`config.mk`:
```
export PLATFORM = sky130hd
export DESIGN_NAME = sswd_top
export DESIGN_NICKNAME = d
export VERILOG_FILES = /design/src/core/sswd_sync.v /design/src/core/sswd_top.v
export VERILOG_INCLUDE_DIRS = /design/src /design/src/core
export SDC_FILE = /design/constraint.sdc
export NUM_CORES = 1
export LEC_CHECK = 0
export ABC_AREA = 1
export BUFFER_PORTS_ARGS = -buffer_cell sky130_fd_sc_hd__buf_2
export CAP_MARGIN = 20
export CORE_UTILIZATION = 30
export CTS_CLUSTER_DIAMETER = 120
export DETAILED_ROUTE_END_ITERATION = 12
export SLEW_MARGIN = 10
export SYNTH_ARGS = -nofsm -noshare
export SYNTH_HDL_FRONTEND = slang
export SYNTH_SLANG_ARGS = --single-unit
```
`constraint.sdc`:
```
create_clock -name CORE_CLK -period 2.7 [get_ports CORE_CLK]
set_clock_uncertainty 0.15 [all_clocks]
set_input_delay 0.135 -clock CORE_CLK [delete_from_list [all_inputs] [get_ports CORE_CLK]]
set_output_delay 0.135 -clock CORE_CLK [all_outputs]
set_load 0.03 [all_outputs]
```
`src/core/sswd_consts.vh`:
```
// constants and summary of operation for the supply supervisor
// Summary of operation
// [RULE1] hold reset while supply low, release after 200ms
// [RULE2] brownout during hold restarts full hold
// [RULE3] reset pulses 200ms, low while supply low
// [RULE4] minimum hold 140ms debounces manual reset
// [RULE5] high reset is exact inverse of low
// [RULE6] timeout low after 1.6s without strobe edge
// [RULE7] timeout stays low until next strobe edge
// [RULE8] counter clears on reset, float, or edge
// [RULE9] floating strobe holds watchdog cleared, disabled
// [RULE10] strobe edge after reset starts 1.6s countdown
// [RULE11] each strobe edge restarts full countdown
// [RULE12] timeout low while supply low, no delay
// [RULE13] timeout never asserts reset by itself
// [RULE14] power fail low while aux below reference
// [RULE15] parameter selects reset polarity and watchdog variant; VARIANT only enables the watchdog, both reset outputs are always driven
// [RULE16] processor toggles strobe often enough
// [RULE17] manual reset low holds reset, hold on release
// [RULE18] inputs synchronized, periods from cycle counts
`ifndef SSWD_CONSTS_VH
`define SSWD_CONSTS_VH
`define SSWD_CLK_HZ 100000000
`define SSWD_HOLD_MS 200
`define SSWD_HOLD_MIN_MS 140
`define SSWD_WD_MS 1600
`define SSWD_HOLD_CYC ((`SSWD_CLK_HZ / 1000) * `SSWD_HOLD_MS)
`define SSWD_WD_CYC ((`SSWD_CLK_HZ / 1000) * `SSWD_WD_MS)
`define SSWD_VAR_DUAL 2'h0
`define SSWD_VAR_HIGH_WD 2'h1
`define SSWD_VAR_LOW_WD 2'h2
`define SSWD_SYNC_INIT 4'h2
`define SSWD_FLOAT_IDLE 1'h1
`define SSWD_BIT_SUPPLY 3
`define SSWD_BIT_AUX 2
`define SSWD_BIT_MR 1
`define SSWD_BIT_STROBE 0
`endif

```
`src/core/sswd_sync.v`:
```
// two-stage synchronizer, one per bit
`timescale 1ns/10ps
module sswd_sync #(
  parameter W = 4,
  parameter [W-1:0] INIT = {W{1'b0}}
) (
  input wire clk,
  input wire rst,
  input wire ce,
  input wire [W-1:0] d,
  output wire [W-1:0] q
);
  reg [W-1:0] s1_r;
  reg [W-1:0] s2_r;
  genvar i;
  generate
    for (i = 0; i < W; i = i + 1) begin : g_bit
      always @(posedge clk) begin
        if (rst) begin
          s1_r[i] <= INIT[i];
          s2_r[i] <= INIT[i];
        end else if (ce) begin
          s1_r[i] <= d[i];
          s2_r[i] <= s1_r[i];
        end
      end
    end
  endgenerate
  assign q = s2_r;
endmodule

```
`src/core/sswd_top.v`:
```
// supply supervisor: reset stretcher, watchdog, power-fail flag
`timescale 1ns/10ps
`include "sswd_consts.vh"
module sswd_top #(
  parameter [1:0] VARIANT = `SSWD_VAR_LOW_WD,
  parameter HOLD_CYC = `SSWD_HOLD_CYC,
  parameter WD_CYC = `SSWD_WD_CYC,
  parameter CW = 28
) (
  // clock, reset, enable
  input wire CORE_CLK,
  input wire RST,
  input wire CE,
  // comparator and pin inputs
  input wire SUPPLY_LOW,
  input wire AUX_MONITOR_IN,
  input wire MANUAL_RESET_N,
  input wire WATCHDOG_STROBE_IN,
  input wire STROBE_FLOAT,
  // outputs
  output reg RESET_N,
  output reg RESET_HI,
  output reg WATCHDOG_TIMEOUT_N,
  output reg POWER_FAIL_N
);
  // state codes of the reset hold machine
  localparam ST_HOLD = 1'h0;
  localparam ST_RUN = 1'h1;

  // one synchronizer bit per pin, with idle levels
  localparam SYNC_W = 4;
  localparam [SYNC_W-1:0] SYNC_INIT = `SSWD_SYNC_INIT;
  localparam FLOAT_IDLE = `SSWD_FLOAT_IDLE;

  // synchronized pins
  wire [SYNC_W-1:0] sync_d;
  wire [SYNC_W-1:0] sync_q;
  wire supply_low;
  wire aux_low;
  wire mr_n;
  wire strobe;

  // float indication
  reg float_s1_r;
  reg float_s1_nxt;
  reg float_r;
  reg float_nxt;

  // strobe edge detector
  reg strobe_d_r;
  reg strobe_d_nxt;
  wire strobe_diff;
  wire edge_seen;

  // reset hold machine
  reg state_r;
  reg state_nxt;
  reg [CW-1:0] hold_cnt_r;
  reg [CW-1:0] hold_cnt_nxt;
  wire [CW-1:0] hold_last;
  wire hold_req;
  wire hold_done;
  reg rst_act;

  // watchdog
  reg [CW-1:0] wd_cnt_r;
  reg [CW-1:0] wd_cnt_nxt;
  reg wd_run_r;
  reg wd_run_nxt;
  reg wd_exp_r;
  reg wd_exp_nxt;
  wire [CW-1:0] wd_last;
  wire has_wd;
  wire wd_clear;
  wire wd_done;
  wire wdo_low;

  // output next values
  reg reset_n_nxt;
  reg reset_hi_nxt;
  reg wdo_n_nxt;
  reg pf_n_nxt;

  // pins into the synchronizer, idle levels preset [RULE18]
  assign sync_d = {SUPPLY_LOW, AUX_MONITOR_IN, MANUAL_RESET_N, WATCHDOG_STROBE_IN};

  sswd_sync #(.W(SYNC_W), .INIT(SYNC_INIT)) u_sync (
    .clk(CORE_CLK),
    .rst(RST),
    .ce(CE),
    .d(sync_d),
    .q(sync_q)
  );

  // synchronized pin fields
  assign supply_low = sync_q[`SSWD_BIT_SUPPLY];
  assign aux_low = sync_q[`SSWD_BIT_AUX];
  assign mr_n = sync_q[`SSWD_BIT_MR];
  assign strobe = sync_q[`SSWD_BIT_STROBE];

  // variant decode [RULE15]
  assign has_wd = (VARIANT != `SSWD_VAR_DUAL);

  // edge of either polarity while driven [RULE8]
  assign strobe_diff = strobe ^ strobe_d_r;
  assign edge_seen = strobe_diff && !float_r;

  // hold request and terminal count
  assign hold_req = supply_low || !mr_n;
  assign hold_last = HOLD_CYC[CW-1:0] - 1'h1;
  assign hold_done = (hold_cnt_r >= hold_last);

  // watchdog clear and terminal count
  assign wd_clear = !has_wd || rst_act || float_r;
  assign wd_last = WD_CYC[CW-1:0] - 1'h1;
  assign wd_done = (wd_cnt_r >= wd_last);

  // timeout low on supply fault or expiry
  assign wdo_low = has_wd && (supply_low || wd_exp_r);

  // next-value logic

  // float and edge detector next values
  always @* begin
    float_s1_nxt = STROBE_FLOAT;
    float_nxt = float_s1_r;
    strobe_d_nxt = strobe;
  end

  // reset hold next state
  always @* begin
    state_nxt = state_r;
    hold_cnt_nxt = hold_cnt_r;
    case (state_r)
      ST_HOLD: begin
        if (hold_req) begin
          hold_cnt_nxt = {CW{1'h0}}; // [RULE1] [RULE2] [RULE17] [RULE4]
        end else if (hold_done) begin
          state_nxt = ST_RUN; // [RULE1] [RULE3]
        end else begin
          hold_cnt_nxt = hold_cnt_r + 1'h1;
        end
      end
      ST_RUN: begin
        hold_cnt_nxt = {CW{1'h0}};
        if (hold_req) begin
          state_nxt = ST_HOLD; // [RULE3] [RULE17]
        end
      end
      default: begin
        state_nxt = ST_HOLD;
        hold_cnt_nxt = {CW{1'h0}};
      end
    endcase
  end

  // reset active while holding or a request stands
  always @* begin
    rst_act = (state_r == ST_HOLD) || hold_req;
  end

  // watchdog next values; timeout does not feed reset [RULE13]
  always @* begin
    wd_cnt_nxt = wd_cnt_r;
    wd_run_nxt = wd_run_r;
    wd_exp_nxt = wd_exp_r;
    if (wd_clear) begin
      wd_cnt_nxt = {CW{1'h0}}; // [RULE8] [RULE9]
      wd_run_nxt = 1'h0;
      wd_exp_nxt = 1'h0;
    end else if (edge_seen) begin
      wd_cnt_nxt = {CW{1'h0}}; // [RULE10] [RULE11] [RULE8]
      wd_run_nxt = 1'h1;
      wd_exp_nxt = 1'h0; // [RULE7]
    end else if (wd_run_r) begin
      if (wd_done) begin
        wd_run_nxt = 1'h0;
        wd_exp_nxt = 1'h1; // [RULE6]
      end else begin
        wd_cnt_nxt = wd_cnt_r + 1'h1;
      end
    end
  end

  // output next values
  always @* begin
    reset_n_nxt = !rst_act; // [RULE3]
    reset_hi_nxt = rst_act; // [RULE5]
    wdo_n_nxt = !wdo_low; // [RULE12] [RULE6] [RULE7]
    pf_n_nxt = !aux_low; // [RULE14]
  end

  // registers, all frozen while CE is low

  // float synchronizer, first stage
  always @(posedge CORE_CLK) begin
    if (RST) begin
      float_s1_r <= FLOAT_IDLE;
    end else if (CE) begin
      float_s1_r <= float_s1_nxt;
    end
  end

  // float synchronizer, second stage
  always @(posedge CORE_CLK) begin
    if (RST) begin
      float_r <= FLOAT_IDLE;
    end else if (CE) begin
      float_r <= float_nxt;
    end
  end

  // strobe delay, idle matches synchronizer
  always @(posedge CORE_CLK) begin
    if (RST) begin
      strobe_d_r <= SYNC_INIT[`SSWD_BIT_STROBE];
    end else if (CE) begin
      strobe_d_r <= strobe_d_nxt;
    end
  end

  // hold state
  always @(posedge CORE_CLK) begin
    if (RST) begin
      state_r <= ST_HOLD;
    end else if (CE) begin
      state_r <= state_nxt;
    end
  end

  // hold counter
  always @(posedge CORE_CLK) begin
    if (RST) begin
      hold_cnt_r <= {CW{1'h0}};
    end else if (CE) begin
      hold_cnt_r <= hold_cnt_nxt;
    end
  end

  // watchdog counter
  always @(posedge CORE_CLK) begin
    if (RST) begin
      wd_cnt_r <= {CW{1'h0}};
    end else if (CE) begin
      wd_cnt_r <= wd_cnt_nxt;
    end
  end

  // watchdog running flag
  always @(posedge CORE_CLK) begin
    if (RST) begin
      wd_run_r <= 1'h0;
    end else if (CE) begin
      wd_run_r <= wd_run_nxt;
    end
  end

  // watchdog expired flag
  always @(posedge CORE_CLK) begin
    if (RST) begin
      wd_exp_r <= 1'h0;
    end else if (CE) begin
      wd_exp_r <= wd_exp_nxt;
    end
  end

  // outputs straight from flops

  // active-low reset
  always @(posedge CORE_CLK) begin
    if (RST) begin
      RESET_N <= 1'h0;
    end else if (CE) begin
      RESET_N <= reset_n_nxt;
    end
  end

  // active-high reset
  always @(posedge CORE_CLK) begin
    if (RST) begin
      RESET_HI <= 1'h1;
    end else if (CE) begin
      RESET_HI <= reset_hi_nxt;
    end
  end

  // watchdog timeout
  always @(posedge CORE_CLK) begin
    if (RST) begin
      WATCHDOG_TIMEOUT_N <= 1'h1;
    end else if (CE) begin
      WATCHDOG_TIMEOUT_N <= wdo_n_nxt;
    end
  end

  // power fail
  always @(posedge CORE_CLK) begin
    if (RST) begin
      POWER_FAIL_N <= 1'h1;
    end else if (CE) begin
      POWER_FAIL_N <= pf_n_nxt;
    end
  end
endmodule

```
* Word-level counts from Yosys, hierarchy flattened
Index checks and enable logic that the tools add are counted.
** Word-level totals
- Bits in registers :: 74
- Output and inout bits :: 4
** Cells by class
- Bitwise gates (word level) :: 2
- Equality and inequality tests :: 2
- Reduce and logical (&&, ||, !) cells :: 15
- Muxes and demuxes :: 19
- $add $sub $neg :: 2
- Magnitude comparators :: 2
** Operators by type and width (count)
- $mux W28 :: 6
- $add A28 B1 Y28 const B :: 2
- $pmux W28 S2 :: 1
- $ge A28 B25 Y1 const B :: 1
- $ge A28 B28 Y1 const B :: 1
- $mux W1 :: 11
- $ne A3 B3 Y1 const B :: 2
- $reduce_and A3 Y1 :: 2
- $reduce_bool A3 Y1 :: 2
- $logic_not A1 Y1 :: 5
- $logic_or A1 B1 Y1 :: 4
- $pmux W1 S2 :: 1
- $reduce_and A2 Y1 :: 1
- $logic_and A1 B1 Y1 :: 1
- $not A1 Y1 :: 1
- $xor A1 B1 Y1 :: 1

* Longest topological paths before layout
- Word-level depth :: 6
- Depth in mapped cells :: 13

* Cells and area by module
From an unflattened synthesis, not the netlist that was laid out.
** Second synthesis, totals
- Cell total of the unflattened synthesis :: 850
- Area total of the unflattened synthesis :: 5159.9 µm²
** Modules (own cells, without submodules)
- sswd_top :: sequential area each 1321.3 µm², instances 1, area an instance 4843.4 µm², cells each 803
- sswd_sync :: sequential area each 160.2 µm², instances 1, area an instance 316.6 µm², cells each 47

* Worst setup path after synthesis
OpenSTA, ideal clock, no wires.
- Kind :: register to register
- Start point :: register wd_cnt_r[0]
- End point :: register wd_cnt_r[22]
- Required time :: 2.437 ns
- Data arrival time :: 1.644 ns
- Clock period less this slack :: 1.907 ns
- Path slack :: 0.793 ns
- Stages on the path, launching flop included :: 13
- Cell sequence :: dfxtp_1 -> ha_1 -> nand2_2 -> nor2_2 -> nand3_1 -> nand2_1 -> nand3_2 -> nand3_2 -> nand2_2 -> buf_6 -> buf_6 -> o21ai_1 -> nor2_1
** Between the ends
- Word-level cells in the longest chain between the ends :: 5
- Elaborated cells between the ends (all ways) :: 8
- Those cells by class :: add/sub (1); order compare (1); eq/ne (1); mux (4); reduce/logical (1)
** Ends and longest elaborated chain
- start, declared :: line sswd_top.v:66 : reg [CW-1:0] wd_cnt_r;
- start signal, assigned :: line sswd_top.v:243 : wd_cnt_r <= {CW{1'h0}};
- start signal, assigned :: line sswd_top.v:245 : wd_cnt_r <= wd_cnt_nxt;
- $add A28 B1 Y28 :: line sswd_top.v:180 : wd_cnt_nxt = wd_cnt_r + 1'h1;
- $mux W28 :: line sswd_top.v:176 : if (wd_done) begin
- $mux W28 :: line sswd_top.v:175 : end else if (wd_run_r) begin
- $mux W28 :: line sswd_top.v:171 : end else if (edge_seen) begin
- $mux W28 :: line sswd_top.v:167 : if (wd_clear) begin
Several ways; a longest one is shown, not always the timed one. The select of a mux whose other input is x is not followed.
A chain may end at the register's enable or synchronous reset.

* Final worst setup path
- Start point :: register wd_cnt_r[0]
- End point :: register wd_cnt_r[26]
The elaborated chain is that of the path after synthesis.

==> impl_metrics.toml <==
[status]
status = "completed"

[clock_network]
clock_tree.root_cell = "clkbuf_16"
worstSkewPairLatency_ns = 0.35
clock_sink_count = 74
clock_path_buffers = 2
cts-buffers-inserted = 9
ctsHtreeMaxLevel = 3
cts_tree = "done"
cts.reportedPaths.clkPinSlew_ns = 0.06

[route]
wire_per_inst_um = 11.7
routed_wl_mm = 12.1
dr.pass1.iters = 5
postRouteAntennaNets = 0
num_vias = 4815
first_iter_violations = 252
vias_per_cell = 4.67
post-route-drc-count = 0

[power_and_ir_drop]
power_switching_mw = 0.740
power.leakage_nw = 2.10
clock_power_share = 0.467
peakVddDrop_mv = 0.355
switching_share = 0.275
power_report.internal_total_mw = 1.96
sequentialPowerShare = 0.438
p_per_area_nw_per_um2 = 507
power.share.combinational = 0.095

[synth]
synthDominantAreaCellType = "dfxtp_1"
synth-warning-count = 0
ys.flop_type = "dfxtp_1"
average_instance_area_after_synthesis_um2 = 5.86
ys_seq_area_frac = 0.314
post_synth_inst_count = 805
synth_edf_count = 0
netlist.area_leader.share = 0.314
ys_async_sr_fraction = 0
synth.ff_latch_count = 74
leading_post_synthesis_cells_by_cell_area = "dfxtp_1, nand2_1, nor2_1"
syn-cell-area_um2 = 4720
syn_nets = 815
post_synth_num_cell_types = 37

[timing]
max_slew_margin = 0.675
timing_worst_slew_pin_value_ns = 0.488
fmax_ghz = 0.436
rsz_0062_raised_after_global_routing = "no"
drv_slew = 0
setup-tns-final_ns = 0
final.period_utilization = 0.850
timing.final.setup_violations = 0
final-hold-violation-count = 0
timing.final.crit_period_ns = 2.30

[global_route]
use_met2 = 0.252
grt_max_degree = 48
grtUsageTotal = 0.160
grt-ovfl-total = 0
grt_use_met1 = 0.219
grt_antenna_before_repair = 0
global_route_wire_length_before_repair_mm = 20.9
grt.met3_usage = 0.0389
top_usage_layer = "met2"
via_count_of_the_first_global_routing_pass = 4374

[floorplan]
floorplan.die_area_um2 = 16200
dieHeight_um = 127
die_w_um = 127
placementRows = 45
floorplan.initialDensity = 0.309
io-pin-count = 12
total_core_area_um2 = 15300

[placement]
hpwlAfterDp_mm = 8.79
io_buffer_count = 11
place_area_um2 = 4960
globalplace.congestion = 0.909

[worst_setup_path]
cp_data_required_time_ns = 2.83
timing_worst_setup_path_type = "reg2reg"
worstPathArrival_ns = 2.43
cp_launch_type = "register"
cp_slowest_stage_delay_ns = 0.41
critical-path-slowest-cell = "dfxtp_1"
r2r-start = "wd_cnt_r[0]"
cp_num_buf_inv = 1
crit_path_end_kind = "register"
delay_heaviest_family_cp = "simple AND/OR/NAND/NOR gates"
startpoint = "wd_cnt_r[0]"
timing.critical_path.fanout_max = 20
critical-path-top-cell-by-count = "nand2_1"
path_cells = "ha_1 -> nand2_2 -> nor2_2 -> nand3_1 -> nand2_1 -> nand3_2 -> nand3_2 -> nand2_2 -> buf_4 -> nand2_1 -> nand2_1 -> nor2_1"

[finish]
fillerInstances = 1721
design.final.nets = 824
drive_above_1_share = 0.0757
antenna-diode-count = 0
final_area_um2 = 5320
area_growth_syn_to_layout_pct = 12.8

[min_path]
min_from = "RST"
timing.hold.worst.class = "in2reg"

[run]
max-cap-violations = 0
final timing paths:
kind / endpoint / slack (ns) / cells after the start
min reg2reg: hold_cnt_r[26] / 0.29 / 2
max: wd_cnt_r[26] / 0.40 / 12
max reg2reg: wd_cnt_r[26] / 0.40 / 12
min: hold_cnt_r[27] / 0.07 / 2
cell usage after synthesis, drive strengths merged, types with 2 or more instances:
| library cell | number |
|---|---|
| clkinv | 2 |
| a21oi | 27 |
| o21ai | 33 |
| nand3 | 103 |
| ha | 2 |
| nand3b | 2 |
| nor2 | 194 |
| o21bai | 4 |
| inv | 74 |
| nor3 | 8 |
| xor2 | 9 |
| nand4 | 13 |
| buf | 15 |
| dfxtp | 74 |
| nand2 | 219 |
| xnor2 | 2 |
| nor3b | 3 |
| or2 | 5 |
| clkbuf | 12 |
flip-flops by register name (all words and copies together) (netlist names):
| register | cells |
|---|---|
| wd_cnt_r | 28 |
| WATCHDOG_TIMEOUT_N | 1 |
| POWER_FAIL_N | 1 |
| u_sync.s1_r | 4 |
| strobe_d_r | 1 |
| wd_run_r | 1 |
| float_nxt | 1 |
| hold_cnt_r | 28 |
| float_r | 1 |
| wd_exp_r | 1 |
| u_sync.q | 4 |
| RESET_N | 1 |
| state_r | 1 |
| RESET_HI | 1 |
kinds of logic (layout without fill, tap and decap cells):
| group | count (synthesis) | count (layout) | share of synthesized area |
|---|---|---|---|
| compound gates | 67 | 67 | 0.0777 |
| xor+xnor | 11 | 11 | 0.0204 |
| fa+ha+maj | 2 | 2 | 0.00531 |
| flops | 74 | 74 | 0.314 |
| simple gates | 548 | 548 | 0.491 |
| buf+inv | 103 | 117 | 0.0910 |
power by group through the flow:
stage / Clock, mW / Sequential [mW] / Combinational, mW
after CTS: 1.29 / 1.18 / 0.259
after global placement: 0 / 1.20 / 0.251
after detailed placement: 0 / 1.20 / 0.252
after floorplan: 0 / 1.20 / 0.198
after global routing: 1.33 / 1.19 / 0.297
final: 1.26 / 1.18 / 0.256
stage by stage:
stage	hold WS, ns	instances	power (mW)	setup WS (ns)	util
final	0.0713	1030	2.70	0.405	0.349
after CTS	0.0625	1030	2.73	0.396	0.349
after global routing	0.0955	1030	2.82	0.161	0.349
after detailed placement	0.214	1009	1.46	0.396	0.325
after global placement	0.206	1009	1.46	0.509	0.325
after floorplan	0.111	805	1.40	0.793	-
area by class of cell:
type	count	area [um2]	share of cell area
inverter	76	285	0.0536
clock buffer	9	225	0.0423
sequential	74	1480	0.279
clock inverter	7	85.1	0.0160
timing repair buffer	25	173	0.0325
multi-input combinational	628	2810	0.527
tap	211	264	0.0496
per-layer routing:
| metal | wire [um] | vias to the layer above |
|---|---|---|
| li1 | - | 2575 |
| met4 | 136 | 0 |
| met2 | 5310 | 74 |
| met3 | 439 | 9 |
| met1 | 6210 | 2157 |
| met5 | 0 | - |
repair_timing:
item / CTS / global route
resized for setup: 0 / 0
buffers inserted: 0 / 0
hold endpoints to repair: 5 / 0
hold buffers: 5 / 0
cells in the final DEF (no fill, tap or decap), types with 2 or more instances in the layout:
cell,n
clkinv_1,2
nor2_2,4
nand3_1,100
xor2_1,9
a21oi_2,3
nand2_2,4
buf_4,9
inv_6,2
clkbuf_16,9
clkinv_4,3
o21ai_0,27
nand2_1,214
nor3_1,7
buf_2,11
o21bai_1,4
dlygate4sd3_1,5
ha_1,2
inv_1,69
a21oi_1,24
nand3b_1,2
nor2_1,189
xnor2_1,2
nor3b_1,3
nand4_1,13
inv_2,5
nand3_2,3
o21ai_1,6
dfxtp_1,74
or2_2,4
Note: power is estimated with default switching activity, not from simulation.
